$ cat src/rtl/tick_timer_pkg.sv
// Constants for the low-power down timer: offsets, control fields, reset values.
// Assumes a single system clock with a 32 kHz tick enable made inside the block.
package tick_timer_pkg;
  localparam logic [3:0] OFF_COUNT = 4'h0;
  localparam logic [3:0] OFF_RELOAD = 4'h4;
  localparam logic [3:0] OFF_CONTROL = 4'h8;
  localparam logic [3:0] OFF_SWI = 4'hC;
  localparam int BIT_ENABLE = 0;
  localparam int BIT_RELOAD = 1;
  localparam int BIT_RUN = 2;
  localparam int BIT_DBG_EN = 3;
  localparam int BIT_PAUSE = 4;
  localparam int CTRL_W = 5;
  localparam int SWI_W = 4;
  localparam logic [31:0] COUNT_RST = 32'h0000_0000;
  localparam logic [31:0] RELOAD_RST = 32'h0000_0000;
  localparam logic [CTRL_W-1:0] CTRL_RST = 5'h00;
  localparam logic [31:0] COUNT_ONE = 32'h0000_0001;
  // Clock and tick rates in Hz
  localparam int CLK_HZ = 250_000_000;
  localparam int TICK_HZ = 32_768;
  localparam int TICK_DIV = CLK_HZ / TICK_HZ;
  localparam int DIV_W = 13;
endpackage

$ cat src/rtl/low_power_down_timer.sv
// Low-power down timer: 32-bit counter, one-shot or continuous, with pause controls.
// Assumes a simple synchronous register port; debug halt arrives asynchronously.
`timescale 1ns/1ps
`default_nettype none
module low_power_down_timer
(
  // Clock and reset
  input wire logic clk,
  input wire logic rstn,
  // Register port
  input wire logic reg_wr,
  input wire logic reg_rd,
  input wire logic [3:0] reg_addr,
  input wire logic [31:0] reg_wdata,
  output logic [31:0] reg_rdata,
  // Debug halt from the controller debug logic
  input wire logic debug_halt_in,
  // Power control handshake
  input wire logic lp_request,
  output logic lp_grant,
  // Events
  output logic expiry_irq,
  output logic [3:0] software_irq
);

  logic [31:0] tick_count_reg;
  logic [31:0] tick_reload_reg;
  logic [tick_timer_pkg::CTRL_W-1:0] tick_control_reg;
  logic [tick_timer_pkg::DIV_W-1:0] div_reg;
  logic tick;
  logic [2:0] halt_sync_reg;
  logic halt_reg;
  logic frozen;
  logic step_to_zero;
  logic wr_ctrl;
  logic enabled;
  logic running;

  // Tick enable divider; stands in for the 32 kHz oscillator edge
  always_ff @(posedge clk or negedge rstn)
  begin
    if (!rstn)
      div_reg <= '0;
    else if (tick)
      div_reg <= '0;
    else
      div_reg <= div_reg + 1'b1;
  end
  assign tick = (32'(div_reg) == tick_timer_pkg::TICK_DIV - 1);

  // Three-stage synchroniser; change counts once stages two and three agree
  always_ff @(posedge clk or negedge rstn)
  begin
    if (!rstn)
      halt_sync_reg <= 3'h0;
    else
      halt_sync_reg <= {halt_sync_reg[1:0], debug_halt_in};
  end

  // Filtered halt level, read only from the later stages
  always_ff @(posedge clk or negedge rstn)
  begin
    if (!rstn)
      halt_reg <= 1'b0;
    else if (halt_sync_reg[1] == halt_sync_reg[2])
      halt_reg <= halt_sync_reg[2];
  end

  assign enabled = tick_control_reg[tick_timer_pkg::BIT_ENABLE];
  assign running = enabled && tick_control_reg[tick_timer_pkg::BIT_RUN];
  // Either pause source freezes the count in place
  assign frozen = tick_control_reg[tick_timer_pkg::BIT_PAUSE]
    || (tick_control_reg[tick_timer_pkg::BIT_DBG_EN] && halt_reg);
  assign step_to_zero = running && tick && !frozen
    && (tick_count_reg == tick_timer_pkg::COUNT_ONE);
  assign wr_ctrl = reg_wr && (reg_addr == tick_timer_pkg::OFF_CONTROL);

  // Control register; run bit self-clears on start with zero or one-shot expiry
  always_ff @(posedge clk or negedge rstn)
  begin
    if (!rstn)
      tick_control_reg <= tick_timer_pkg::CTRL_RST;
    else if (wr_ctrl)
    begin
      if (!reg_wdata[tick_timer_pkg::BIT_ENABLE])
        tick_control_reg <= tick_timer_pkg::CTRL_RST;
      else
      begin
        tick_control_reg <= reg_wdata[tick_timer_pkg::CTRL_W-1:0];
        if (reg_wdata[tick_timer_pkg::BIT_RUN] && tick_reload_reg == 32'h0000_0000)
          tick_control_reg[tick_timer_pkg::BIT_RUN] <= 1'b0;
      end
    end
    else if (step_to_zero && !tick_control_reg[tick_timer_pkg::BIT_RELOAD])
      tick_control_reg[tick_timer_pkg::BIT_RUN] <= 1'b0;
  end

  // Reload value register; cleared while the unit is disabled
  always_ff @(posedge clk or negedge rstn)
  begin
    if (!rstn)
      tick_reload_reg <= tick_timer_pkg::RELOAD_RST;
    else if (!enabled && !wr_ctrl)
      tick_reload_reg <= tick_timer_pkg::RELOAD_RST;
    else if (reg_wr && reg_addr == tick_timer_pkg::OFF_RELOAD)
      tick_reload_reg <= reg_wdata;
  end

  // Counter: load on start, decrement per tick, reload or stop at expiry
  always_ff @(posedge clk or negedge rstn)
  begin
    if (!rstn)
      tick_count_reg <= tick_timer_pkg::COUNT_RST;
    else if (wr_ctrl)
    begin
      if (reg_wdata[tick_timer_pkg::BIT_ENABLE] && reg_wdata[tick_timer_pkg::BIT_RUN])
      begin
        if (!tick_control_reg[tick_timer_pkg::BIT_RUN])
          tick_count_reg <= tick_reload_reg;
      end
      else
        tick_count_reg <= tick_timer_pkg::COUNT_RST;
    end
    else if (!running)
      tick_count_reg <= tick_count_reg;
    else if (step_to_zero)
    begin
      if (tick_control_reg[tick_timer_pkg::BIT_RELOAD])
        tick_count_reg <= tick_reload_reg;
      else
        tick_count_reg <= tick_timer_pkg::COUNT_RST;
    end
    else if (tick && !frozen && tick_count_reg != tick_timer_pkg::COUNT_RST)
      tick_count_reg <= tick_count_reg - 1'b1;
  end

  // Expiry pulse held for one tick period; registered on clk, the only clock, so it needs the core clock running
  logic expiry_reg;
  always_ff @(posedge clk or negedge rstn)
  begin
    if (!rstn)
      expiry_reg <= 1'b0;
    else if (step_to_zero)
      expiry_reg <= 1'b1;
    else if (tick)
      expiry_reg <= 1'b0;
  end
  assign expiry_irq = expiry_reg;

  // Software interrupt pulses; writes of zero do nothing
  always_ff @(posedge clk or negedge rstn)
  begin
    if (!rstn)
      software_irq <= 4'h0;
    else if (reg_wr && reg_addr == tick_timer_pkg::OFF_SWI)
      software_irq <= reg_wdata[tick_timer_pkg::SWI_W-1:0];
    else
      software_irq <= 4'h0;
  end

  // Low-power grant only when idle; counting keeps the block awake
  assign lp_grant = lp_request && !running;

  // Read data; count is live and unlatched, so only word reads are coherent
  always_ff @(posedge clk or negedge rstn)
  begin
    if (!rstn)
      reg_rdata <= 32'h0000_0000;
    else if (reg_rd)
    begin
      unique case (reg_addr)
        tick_timer_pkg::OFF_COUNT: reg_rdata <= tick_count_reg;
        tick_timer_pkg::OFF_RELOAD: reg_rdata <= tick_reload_reg;
        tick_timer_pkg::OFF_CONTROL: reg_rdata <= {27'h0000000, tick_control_reg};
        default: reg_rdata <= 32'h0000_0000;
      endcase
    end
  end

  // Checks
  chk_oneshot_stop: assert property (@(posedge clk) disable iff (!rstn)
    step_to_zero && !tick_control_reg[tick_timer_pkg::BIT_RELOAD] && !wr_ctrl
    |=> tick_count_reg == 32'h0000_0000 && !tick_control_reg[tick_timer_pkg::BIT_RUN])
    else $error("one-shot did not stop");
  chk_reload_value: assert property (@(posedge clk) disable iff (!rstn)
    step_to_zero && tick_control_reg[tick_timer_pkg::BIT_RELOAD] && !wr_ctrl
    |=> tick_count_reg == $past(tick_reload_reg))
    else $error("continuous reload wrong");
  chk_expiry_cause: assert property (@(posedge clk) disable iff (!rstn)
    $rose(expiry_irq) |-> $past(tick_count_reg) == 32'h0000_0001)
    else $error("expiry without 1-to-0 step");
  chk_pause_freeze: assert property (@(posedge clk) disable iff (!rstn)
    tick_control_reg[tick_timer_pkg::BIT_PAUSE] && !wr_ctrl
    |=> $stable(tick_count_reg))
    else $error("count moved while paused");
  chk_debug_freeze: assert property (@(posedge clk) disable iff (!rstn)
    tick_control_reg[tick_timer_pkg::BIT_DBG_EN] && halt_reg && !wr_ctrl
    |=> $stable(tick_count_reg))
    else $error("count moved during debug halt");
  chk_lp_grant: assert property (@(posedge clk) disable iff (!rstn)
    lp_grant |-> !tick_control_reg[tick_timer_pkg::BIT_RUN] || !enabled)
    else $error("low power granted while counting");
  chk_disable_clear: assert property (@(posedge clk) disable iff (!rstn)
    wr_ctrl && !reg_wdata[tick_timer_pkg::BIT_ENABLE]
    |=> tick_count_reg == 32'h0000_0000 && tick_control_reg == 5'h00
    ##1 tick_reload_reg == 32'h0000_0000)
    else $error("disable did not clear");
  chk_zero_start: assert property (@(posedge clk) disable iff (!rstn)
    wr_ctrl && reg_wdata[tick_timer_pkg::BIT_RUN] && tick_reload_reg == 32'h0000_0000
    |=> !tick_control_reg[tick_timer_pkg::BIT_RUN])
    else $error("start with zero reload ran");
  chk_count_step: assert property (@(posedge clk) disable iff (!rstn)
    running && tick && !frozen && !wr_ctrl && tick_count_reg > 32'h0000_0001
    |=> tick_count_reg == $past(tick_count_reg) - 32'h0000_0001)
    else $error("count did not decrement by one");

  // Tick is a single-cycle enable, never two in a row
  chk_tick_spacing: assert property (@(posedge clk) disable iff (!rstn)
    tick
    |=> !tick && div_reg == '0)
    else $error("tick enable lasted more than one cycle");

  // Divider never runs past its terminal count
  chk_div_range: assert property (@(posedge clk) disable iff (!rstn)
    1'b1
    |-> 32'(div_reg) < tick_timer_pkg::TICK_DIV)
    else $error("tick divider out of range");

  // Start from idle copies the reload value into the counter
  chk_start_load: assert property (@(posedge clk) disable iff (!rstn)
    wr_ctrl && reg_wdata[tick_timer_pkg::BIT_ENABLE] && reg_wdata[tick_timer_pkg::BIT_RUN]
    && !tick_control_reg[tick_timer_pkg::BIT_RUN] |=> tick_count_reg == $past(tick_reload_reg))
    else $error("start did not load the reload value");

  // Every 1-to-0 step raises the event on the next cycle
  chk_expiry_set: assert property (@(posedge clk) disable iff (!rstn)
    step_to_zero
    |=> expiry_irq)
    else $error("expiry missing after 1-to-0 step");

  // Pulse ends at the next tick unless a new step restarts it
  chk_expiry_clear: assert property (@(posedge clk) disable iff (!rstn)
    expiry_irq && tick && !step_to_zero
    |=> !expiry_irq)
    else $error("expiry outlived its tick period");

  // Pulse stands for the whole tick period so slow logic can see it
  chk_expiry_hold: assert property (@(posedge clk) disable iff (!rstn)
    expiry_irq && !tick
    |=> expiry_irq)
    else $error("expiry dropped inside its tick period");

  // A stopped one-shot must not move on its own
  chk_idle_hold: assert property (@(posedge clk) disable iff (!rstn)
    !running && !wr_ctrl
    |=> $stable(tick_count_reg))
    else $error("idle counter moved");

  // A frozen counter can never produce an event
  chk_frozen_quiet: assert property (@(posedge clk) disable iff (!rstn)
    frozen && !wr_ctrl
    |=> !$rose(expiry_irq))
    else $error("expiry while frozen");

  // Clearing run zeroes the counter
  chk_run_stop: assert property (@(posedge clk) disable iff (!rstn)
    wr_ctrl && reg_wdata[tick_timer_pkg::BIT_ENABLE] && !reg_wdata[tick_timer_pkg::BIT_RUN]
    |=> tick_count_reg == tick_timer_pkg::COUNT_RST)
    else $error("run clear left a count");

  // Count reads return the live value of the cycle they were asked in
  chk_count_read: assert property (@(posedge clk) disable iff (!rstn)
    reg_rd && reg_addr == tick_timer_pkg::OFF_COUNT
    |=> reg_rdata == $past(tick_count_reg))
    else $error("count read mismatch");

  // Control reads show the field layout as stored
  chk_ctrl_read: assert property (@(posedge clk) disable iff (!rstn)
    reg_rd && reg_addr == tick_timer_pkg::OFF_CONTROL
    |=> reg_rdata[tick_timer_pkg::CTRL_W-1:0] == $past(tick_control_reg))
    else $error("control read mismatch");

  // Software interrupt bits follow the written ones for one cycle
  chk_swi_write: assert property (@(posedge clk) disable iff (!rstn)
    reg_wr && reg_addr == tick_timer_pkg::OFF_SWI
    |=> software_irq == $past(reg_wdata[tick_timer_pkg::SWI_W-1:0]))
    else $error("software interrupt not raised");

  // Without a write the software interrupt lines stay low
  chk_swi_idle: assert property (@(posedge clk) disable iff (!rstn)
    !(reg_wr && reg_addr == tick_timer_pkg::OFF_SWI)
    |=> software_irq == 4'h0)
    else $error("software interrupt without write");

  // Halt level moves only when the last two stages agreed
  chk_halt_filter: assert property (@(posedge clk) disable iff (!rstn)
    $changed(halt_reg)
    |-> $past(halt_sync_reg[1]) == $past(halt_sync_reg[2]))
    else $error("halt changed on an unsettled sample");

  // Reload writes stick only while the unit is enabled
  chk_reload_write: assert property (@(posedge clk) disable iff (!rstn)
    reg_wr && reg_addr == tick_timer_pkg::OFF_RELOAD && enabled
    |=> tick_reload_reg == $past(reg_wdata))
    else $error("reload write lost");

  // Disabled unit keeps its reload register at default
  chk_disabled_reload: assert property (@(posedge clk) disable iff (!rstn)
    !enabled && !wr_ctrl
    |=> tick_reload_reg == tick_timer_pkg::RELOAD_RST)
    else $error("reload kept while disabled");

  // An idle timer must let the power controller in
  chk_lp_free: assert property (@(posedge clk) disable iff (!rstn)
    lp_request && !running
    |-> lp_grant)
    else $error("low power refused while idle");

endmodule
`default_nettype wire

$ cat config.mk
export PLATFORM = sky130hd
export DESIGN_NAME = low_power_down_timer
export DESIGN_NICKNAME = d
export VERILOG_FILES = /design/src/rtl/tick_timer_pkg.sv /design/src/rtl/low_power_down_timer.sv
export SDC_FILE = /design/constraint.sdc
export NUM_CORES = 1
export LEC_CHECK = 0
export BUFFER_PORTS_ARGS = -buffer_cell sky130_fd_sc_hd__buf_4
export CAP_MARGIN = 10
export CORE_MARGIN = 5
export CORE_UTILIZATION = 29
export CTS_CLUSTER_SIZE = 25
export DETAILED_ROUTE_END_ITERATION = 12
export GPL_ROUTABILITY_DRIVEN = 0
export PLACE_DENSITY = 0.55
export REMOVE_ABC_BUFFERS = 1
export SYNTH_ARGS = -nofsm -noshare
export SYNTH_HDL_FRONTEND = slang
export SYNTH_SLANG_ARGS = --single-unit
$ cat constraint.sdc
create_clock -name clk -period 2.49 [get_ports clk]
set_input_delay 0.498 -clock clk [delete_from_list [all_inputs] [get_ports clk]]
set_output_delay 0.498 -clock clk [all_outputs]
set_load 0.005 [all_outputs]
==> impl_metrics.toml, run 1 <==
[setup_path]
worstPathBufferInverterCount = 3
timing.setup.critical_path_class = "reg -> reg"
crit_path_start_kind = "flop"
crit-reg2reg-launch = "div_reg[0]"
worst-endpoint-required_ns = 2.78
critical_path.slowest_cell = "or4_4"
reg2reg_to = "tick_count_reg[4]"
setup.worst_path.end_class = "flop"
cp_slowest_stage_delay_ns = 0.54
cp_top_family = "simple AND/OR/NAND/NOR gates"
reg2reg_slack_ns = 0.04
timing.critical_path.cells = "inv_1 -> ha_1 -> nand3b_1 -> or4_4 -> nor4_4 -> buf_4 -> nor2_2 -> buf_12 -> a211oi_1 -> o22ai_1"
cp_data_arrival_time_ns = 2.74
r2r.worst_path.cells = 10
worstPathMaxFanout = 45

[sta]
skew_ns = 0.00739
grt_setup_unrepaired = "true"
final_min_period_over_clock_period = 0.982
worst_pin_slew_ns = 0.663
finalHoldViolations = 0
setup-violations-final = 0
period_needed_ns = 2.45
timing.slew.headroom = 0.554
max_freq_mhz = 409
timing.final.max_slew_violations = 0

[job]
max_cap_violations = 0

[clocking]
cts_buffers = 17
clock_tree_from_tritoncts = "yes"
cts_num_sinks = 123
clk_path_buf_depth = 2
clkLatencyLatePin_ns = 0.42
ctsHtreeMaxLevel = 4
ctsRootBufferMaster = "clkbuf_16"
worst_setup_hold_path_clk_slew_ns = 0.06

[layout]
layout.core_utilization = 0.387
layoutNonFillerInstCount = 1091
areaGrowthSynthToFinish_pct = 30.3
fin_nets = 849
layout-drive-gt1-share = 0.221
antennaDiodeCount = 0

[floorplan]
floorplan.initialDensity = 0.297
dieHeight_microns = 157
die_outline_area_sq_um = 24700
die-width_microns = 157
std_cell_rows = 53
design.core.area_sq_um = 21200
boundaryPins = 80

[global_routing]
grt_usage = 0.164
gr-total-overflow = 0
first_pass_grt_wire_length_mm = 32.1
first_global_vias = 5680
grt_max_degree = 53
antenna_found_initial = 0

[power_and_ir_drop]
leakagePower_nw = 3.35
netSwitchingPower_w = 0.00148
seq_power_share = 0.405
power.internal_w = 0.00413
clockPowerShare = 0.473
cellPowerDensity_nw_per_um2 = 685
power.share.switching = 0.264
comb_power_share = 0.122
maximum_vdd_drop_mv = 0.462

[synthesis]
yosysSeqAreaShare = 0.491
postSynthAreaPerCell_sq_um = 8.91
synth_top_cell_area_share = 0.491
synth_top_cells_by_area = "dfrtp_1 49%, nand2_1 6.5%, o22ai_1 5.3%"
synth_largest_area_cell = "dfrtp_1"
syn-cell-area_sq_um = 6270
most_common_library_cells_after_synthesis = "123 x dfrtp_1, 109 x nand2_1, 57 x inv_1"
dominantRegCellSynth = "dfrtp_1"
synth.distinct_cells = 48
synth-seq-cells = 123
synthesis.instances = 704
synth-warning-count = 0
post-synth-top-count-cell = "dfrtp_1"
asyncSetResetFlopFracSynth = 1.00
synth_edf_count = 0

[hold_path]
holdCritPathClass = "in -> async"

[routing]
drtAntennaViolNets = 0
dr.first_iter.drc_count = 322
detail_route.wirelength_mm = 20.1
drt_pass1_iterations = 5
number_of_vias_after_detailed_routing = 5757
avgViaCountPerCell = 5.28
routedWlPerCell_microns = 18.4
detail_route.drc_violations = 0

[placement]
detailed_place_hpwl_mm = 13.5
place_inst = 1056
port_buffers = 79

[status]
outcome = "complete, no violations"
cell families after synthesis:
family | share of synthesized area
xor gates and xnor gates | 0.0181
DFF | 0.491
buffers and inverters | 0.0652
adders and majority gates | 0.00957
AOI/OAI and AO/OA | 0.215
muxes | 0.00957
and+or+nand+nor | 0.192
cells in the final DEF, fill, tap and decap left out, drive strengths merged, types with 3 or more instances in the layout:
master  count
nor4       22
o21ai      19
nand4       7
xnor2       4
o31ai       6
nand3      16
buf       124
ha          4
mux2i       6
or2         4
a211oi     24
bufinv      4
clkbuf     21
nand2     109
dfrtp     123
and2       12
and3        4
clkinv      7
a22oi      37
a32oi      18
inv        57
o22ai      53
xor2        9
nor3       25
a21oi      41
nor3b       3
nor2       38
per-stage QoR:
| stage | area (sq um) | setup slack, ns | TNS [ns] | hold WS [ns] | total power [W] |
|---|---|---|---|---|---|
| 2_1_floorplan | 6080 | -1.98 | -110.88 | 0.202 | 0.00261 |
| 3_3_place_gp | 7430 | 0.0612 | 0 | 0.335 | 0.00296 |
| 3_5_place_dp | 7430 | 0.0641 | 0 | 0.336 | 0.00296 |
| 4_1_cts | 8060 | 0.0422 | 0 | 0.0691 | 0.00564 |
| 5_1_grt | 8180 | -0.0175 | -0.0698 | 0.0960 | 0.00586 |
| 6_report | 8180 | 0.0446 | 0 | 0.0632 | 0.00560 |
worst max-delay path by stage:
stage,depth (start not counted),start,end
floorplan,4,reg_addr[3],tick_reload_reg[0]
detailed placement,9,div_reg[0],tick_count_reg[2]
CTS,9,div_reg[0],tick_count_reg[4]
global route,9,tick_count_reg[0],tick_count_reg[28]
global placement,8,tick_count_reg[17],tick_count_reg[7]
finish,10,div_reg[0],tick_count_reg[4]
per-layer routing:
metal  GRT usage  share of wire
met1       0.233           0.46
met2       0.247           0.46
met3      0.0476          0.069
met4      0.0426          0.013
met5           0              0
timing repair:
| action | in CTS | in global routing |
|---|---|---|
| hold buffers | 0 | 0 |
| setup buffers | 0 | 1 |
| gates resized for setup | 0 | 15 |
| setup endpoints to repair | 0 | 32 |
worst reg2reg max path, stage by stage (launching register included):
cell and delay (ns):
dfrtp_1 0.38, inv_1 0.08, ha_1 0.15, nand3b_1 0.09, or4_4 0.54, nor4_4 0.26
buf_4 0.19, nor2_2 0.05, buf_12 0.17, a211oi_1 0.29, o22ai_1 0.11
layout make-up:
class | instances | area [sq um]
tap | 275 | 344
inverter | 57 | 214
timing repair buffer | 125 | 1040
fill | 2122 | 13000
multi-input combinational | 479 | 2880
clock inverter | 12 | 170
sequential | 123 | 3080
clock buffer | 20 | 457
power by group through the flow:
stage               combinational, W  sequential, W  clock, W
finish                      0.000682        0.00227   0.00265
global placement            0.000662        0.00229         0
floorplan                   0.000354        0.00226         0
detailed placement          0.000666        0.00229         0
CTS                         0.000669        0.00226   0.00271
global route                0.000771        0.00229   0.00281
No activity file was read; power rests on OpenSTA's default activity.
==> inputs of run 2 (changes only) <==
--- a/config.mk
+++ b/config.mk
@@ -7,6 +7,7 @@
 export LEC_CHECK = 0
 export BUFFER_PORTS_ARGS = -buffer_cell sky130_fd_sc_hd__buf_4
 export CAP_MARGIN = 10
+export CORE_ASPECT_RATIO = 1.1
 export CORE_MARGIN = 5
 export CORE_UTILIZATION = 29
 export CTS_CLUSTER_SIZE = 25
==> run 2 against run 1 <==
Global-route usage decreased by 0.23 points. Total power decreased by 6.0%. Critical path depth unchanged. Combinational power up 1%. Design area grew 1.4%. Critical endpoint is now tick_count_reg[20]. Largest power group unchanged.
==> impl_metrics.toml, run 2 (same netlist as run 1, synthesis figures left out) <==
[global_routing]
first_pass_grt_wire_length_mm = 31.5
antenna_found_initial = 0
grt_usage = 0.162
gr-total-overflow = 0
grt_max_degree = 61
first_global_vias = 5727

[sta]
finalHoldViolations = 0
grt_setup_unrepaired = "true"
max_freq_mhz = 404
layout_setup_ws_ns = 0.0171
worst_pin_slew_ns = 0.845
timing.slew.headroom = 0.436
final_min_period_over_clock_period = 0.993
timing.final.max_slew_violations = 0
setup-violations-final = 0
skew_ns = 0.00933
final_layout_setup_total_negative_slack_ns = 0
period_needed_ns = 2.47

[clocking]
clkLatencyLatePin_ns = 0.42
clock_tree_from_tritoncts = "yes"
cts_num_sinks = 123
cts_buffers = 17
ctsHtreeMaxLevel = 4
clk_path_buf_depth = 2
ctsRootBufferMaster = "clkbuf_16"
worst_setup_hold_path_clk_slew_ns = 0.06

[status]
outcome = "complete, no violations"

[floorplan]
boundaryPins = 80
die_outline_area_sq_um = 24700
floorplan.initialDensity = 0.295
dieHeight_microns = 164
std_cell_rows = 56
design.core.area_sq_um = 21300
die-width_microns = 150

[routing]
drt_pass1_iterations = 7
routedWlPerCell_microns = 18.2
dr.first_iter.drc_count = 512
drtAntennaViolNets = 0
detail_route.drc_violations = 0
number_of_vias_after_detailed_routing = 5768
avgViaCountPerCell = 5.18
detail_route.wirelength_mm = 20.2

[setup_path]
worst-endpoint-required_ns = 2.78
crit_path_start_kind = "flop"
cp_data_arrival_time_ns = 2.76
timing.setup.critical_path_class = "reg -> reg"
setup.worst_path.end_class = "flop"
r2r.worst_path.cells = 10
worstPathMaxFanout = 8

[placement]
port_buffers = 79
detailed_place_hpwl_mm = 13.9
placed_cell_area_sq_um = 7430
pre_cts_slack_ns = 0.0143

[layout]
areaGrowthSynthToFinish_pct = 32.1
layout.core_utilization = 0.389
n_fill_cell = 2217
final_area_sq_um = 8290
most_used_cells_in_the_layout_excluding_fill_and_tap_cells = "123 x dfrtp_1, 119 x buf_4, 109 x nand2_1"
layout-drive-gt1-share = 0.242
fin_nets = 857
antennaDiodeCount = 0
final_common_cell = "dfrtp_1"

[power_and_ir_drop]
cellPowerDensity_nw_per_um2 = 635
total_power_w = 0.00527
maximum_vdd_drop_mv = 0.482
leakagePower_nw = 3.38

[hold_path]
holdCritPathClass = "in -> reg"
hold_depth = 1

[job]
max_cap_violations = 0
## run 2: layer usage
metal,track usage,share of wire
met1,0.221,0.46
met2,0.259,0.47
met3,0.0348,0.052
met5,0,0
met4,0.0495,0.018
## run 2: where the power goes
group	leakage, nW	internal (W)	total [W]	switching, W
registers	1.58	0.00210	0.00226	0.000153
logic	1.53	0.000301	0.000689	0.000388
clock network	0.271	0.00139	0.00232	0.000929
total	3.38	0.00380	0.00527	0.00147
## run 2: critical path: stages (launching register included)
cell      delay, ns
dfrtp_1        0.40
inv_2          0.09
ha_4           0.11
nand3b_1       0.09
or4_4          0.54
nor4_4         0.33
buf_4          0.18
nor2_4         0.07
buf_6          0.16
a32oi_2        0.22
o22ai_2        0.13
## run 2: cell type report
cell class / count / area [sq um] / area share
Clock inverter: 11 / 97.6 / 0.0118
Sequential cell: 123 / 3080 / 0.371
Inverter: 57 / 214 / 0.0258
Timing Repair Buffer: 133 / 1140 / 0.137
Tap cell: 290 / 363 / 0.0438
Multi-Input combinational cell: 479 / 2950 / 0.356
Clock buffer: 21 / 450 / 0.0543
## run 2: what timing repair did
action / CTS / global route
hold buffers: 1 / 0
endpoints found under the hold margin: 8 / 0
endpoints found under the setup margin: 0 / 32
resized for setup: 0 / 43
buffers inserted: 0 / 5
## run 2: path summary, 6_finish.rpt
path | startpoint | endpoint | slack (ns)
max in group asynchronous | rstn | tick_count_reg[11] | 1.40
worst min register to register | halt_sync_reg[0] | halt_sync_reg[1] | 0.35
worst min-delay path | debug_halt_in | halt_sync_reg[0] | 0.18
worst max-delay path | div_reg[1] | tick_count_reg[20] | 0.02
min in group asynchronous | rstn | reg_rdata[21] | 0.46
worst max register to register | div_reg[1] | tick_count_reg[20] | 0.02
## run 2: per-stage QoR
| stage | hold slack, ns | instances |
|---|---|---|
| floorplan | 0.202 | 659 |
| global placement | 0.336 | 1071 |
| detailed placement | 0.336 | 1071 |
| CTS | 0.164 | 1104 |
| global route | 0.165 | 1114 |
| finish | 0.179 | 1114 |
==> inputs of run 3 (changes only) <==
--- a/config.mk
+++ b/config.mk
@@ -9,11 +9,11 @@
 export CAP_MARGIN = 10
 export CORE_ASPECT_RATIO = 1.1
 export CORE_MARGIN = 5
-export CORE_UTILIZATION = 29
+export CORE_UTILIZATION = 53
 export CTS_CLUSTER_SIZE = 25
 export DETAILED_ROUTE_END_ITERATION = 12
 export GPL_ROUTABILITY_DRIVEN = 0
-export PLACE_DENSITY = 0.55
+export PLACE_DENSITY = 0.85
 export REMOVE_ABC_BUFFERS = 1
 export SYNTH_ARGS = -nofsm -noshare
 export SYNTH_HDL_FRONTEND = slang
==> run 3 against run 2 <==
The flow now finishes with violations (negative setup slack). Setup slack got worse by 0.040 ns. Clock power grew 7%. Largest cell class unchanged. Total power rose by 3.7%. Critical endpoint is now tick_count_reg[27].
==> impl_metrics.toml, run 3 (same netlist as run 1, synthesis figures left out) <==
[status]
outcome = "finished, violations left"
failing_checks = "negative setup slack"

[setup_path]
cp_slowest_stage_delay_ns = 0.47
worst-endpoint-required_ns = 2.83
setup.worst_path.end_class = "flop"
timing.critical_path.cells = "nor4_2 -> nand4_1 -> buf_4 -> nor3_1 -> nor3b_4 -> buf_12 -> nor3_1 -> o22ai_1"
worstPathBufferInverterCount = 2
cp_top_family = "simple AND/OR/NAND/NOR gates"
worst_path_most_repeated_cell = "nor3_1"
crit_path_start_kind = "flop"
worstPathMaxFanout = 33
critical_path.slowest_cell = "nor4_2"
timing.setup.critical_path_class = "reg -> reg"
cp_data_arrival_time_ns = 2.85

[routing]
avgViaCountPerCell = 6.72
number_of_vias_after_detailed_routing = 6480
drtAntennaViolNets = 0
detail_route.wirelength_mm = 20.7
routedWlPerCell_microns = 21.4
detailroute.wirelength.met2_mm = 9.79
drt_pass1_iterations = 9
dr.first_iter.drc_count = 939
m1WireLength_mm = 7.30
maxUsedRoutingLayer = "met5"
detail_route.drc_violations = 0
met3_wirelength_mm = 2.38

[clocking]
ctsHtreeMaxLevel = 4
cts_hold_repair.buffers = 0
clk_path_buf_depth = 2
worst_setup_hold_path_clk_slew_ns = 0.06
clock_tree_from_tritoncts = "yes"
cts_num_sinks = 123
cts_buffers = 17
clkLatencyLatePin_ns = 0.43
ctsRootBufferMaster = "clkbuf_16"

[placement]
detailed_place_hpwl_mm = 12.1
place_inst = 924
port_buffers = 79
pre_cts_slack_ns = -0.0425

[layout]
fin_nets = 847
layout-drive-gt1-share = 0.243
most_used_cells_in_the_layout_excluding_fill_and_tap_cells = "123 x dfrtp_1, 111 x buf_4, 109 x nand2_1"
antennaDiodeCount = 0
final_common_cell = "dfrtp_1"
n_fill_cell = 783
areaGrowthSynthToFinish_pct = 29.4
layoutNonFillerInstCount = 964

[global_routing]
first_global_vias = 6150
antenna_found_initial = 1
grt_max_degree = 124
first_pass_grt_wire_length_mm = 30.7
gr-total-overflow = 0
grt_usage = 0.275

[sta]
timing.slew.headroom = 0.555
worst_pin_slew_ns = 0.667
grt_setup_unrepaired = "true"
skew_ns = 0.00854
max_freq_mhz = 398
setup-violations-final = 6
period_needed_ns = 2.51
layout_setup_ws_ns = -0.0228
final_min_period_over_clock_period = 1.01
timing.final.max_slew_violations = 0
finalHoldViolations = 0

[floorplan]
floorplan.initialDensity = 0.544
std_cell_rows = 41
die-width_microns = 114
dieHeight_microns = 124
die_outline_area_sq_um = 14100
design.core.area_sq_um = 11500
boundaryPins = 80

[hold_path]
holdCritPathClass = "in -> async"

[power_and_ir_drop]
maximum_vdd_drop_mv = 0.458
cellPowerDensity_nw_per_um2 = 673
leakagePower_nw = 3.32

[job]
max_cap_violations = 0
[run 3: changes by cell type in the layout (fill, tap and decap cells not counted), moves of 3 or more]
cell	delta
clkbuf_1	-3
a22oi_2	-3
a211oi_2	+4
buf_4	-8
a211oi_1	-5
a22oi_1	+3
clkinv_2	-4
clkinvlp_4	+6
[run 3: per-stage QoR]
stage / hold slack (ns) / cell area [sq um] / power (W) / TNS [ns] / util
3_5_place_dp: 0.335 / 7190 / 0.00292 / -0.267 / 0.623
6_report: 0.145 / 8120 / 0.00546 / -0.0605 / 0.703
3_3_place_gp: 0.334 / 7190 / 0.00289 / 0 / 0.623
2_1_floorplan: 0.202 / 6080 / 0.00261 / -110.88 / -
4_1_cts: 0.172 / 7820 / 0.00538 / 0 / 0.677
5_1_grt: 0.167 / 8120 / 0.00563 / -1.32 / 0.703
[run 3: per-layer routing]
layer | track usage | vias to the layer above
met5 | 0 | -
met4 | 0.139 | 2
met3 | 0.0671 | 159
met2 | 0.454 | 525
met1 | 0.338 | 3053
li1 | - | 2741
[run 3: report_power, final]
group          switching (W)  total (W)  internal, W  leakage, nW
Sequential          0.000189    0.00229      0.00210         1.58
Clock               0.000951    0.00248      0.00152        0.270
Combinational       0.000408   0.000693     0.000285         1.47
Total                0.00155    0.00546      0.00391         3.32
[run 3: path summary, 6_finish.rpt]
kind / end / cells after the start / startpoint / slack, ns
max: tick_count_reg[27] / 8 / tick_count_reg[17] / -0.02
max in group asynchronous: reg_rdata[20] / 2 / rstn / 1.83
min in group clk: halt_sync_reg[0] / 1 / debug_halt_in / 0.17
min: reg_rdata[11] / 2 / rstn / 0.14
min reg2reg: halt_sync_reg[1] / 0 / halt_sync_reg[0] / 0.35
max reg2reg: tick_count_reg[27] / 8 / tick_count_reg[17] / -0.02
[run 3: repair_timing]
item,CTS,global route
setup buffers,2,3
gates cloned,0,4
pin swaps,4,16
endpoints found under the setup margin,30,31
gates resized for setup,5,50
[run 3: area by class of cell]
class / count / area, sq um / share of cell area
clock buffers: 19 / 453 / 0.0558
clock inverters: 13 / 144 / 0.0177
inverters: 57 / 214 / 0.0264
multi-input cells: 480 / 3000 / 0.370
flip-flops and latches: 123 / 3080 / 0.379
well taps: 150 / 188 / 0.0231
repair buffers: 122 / 1040 / 0.128
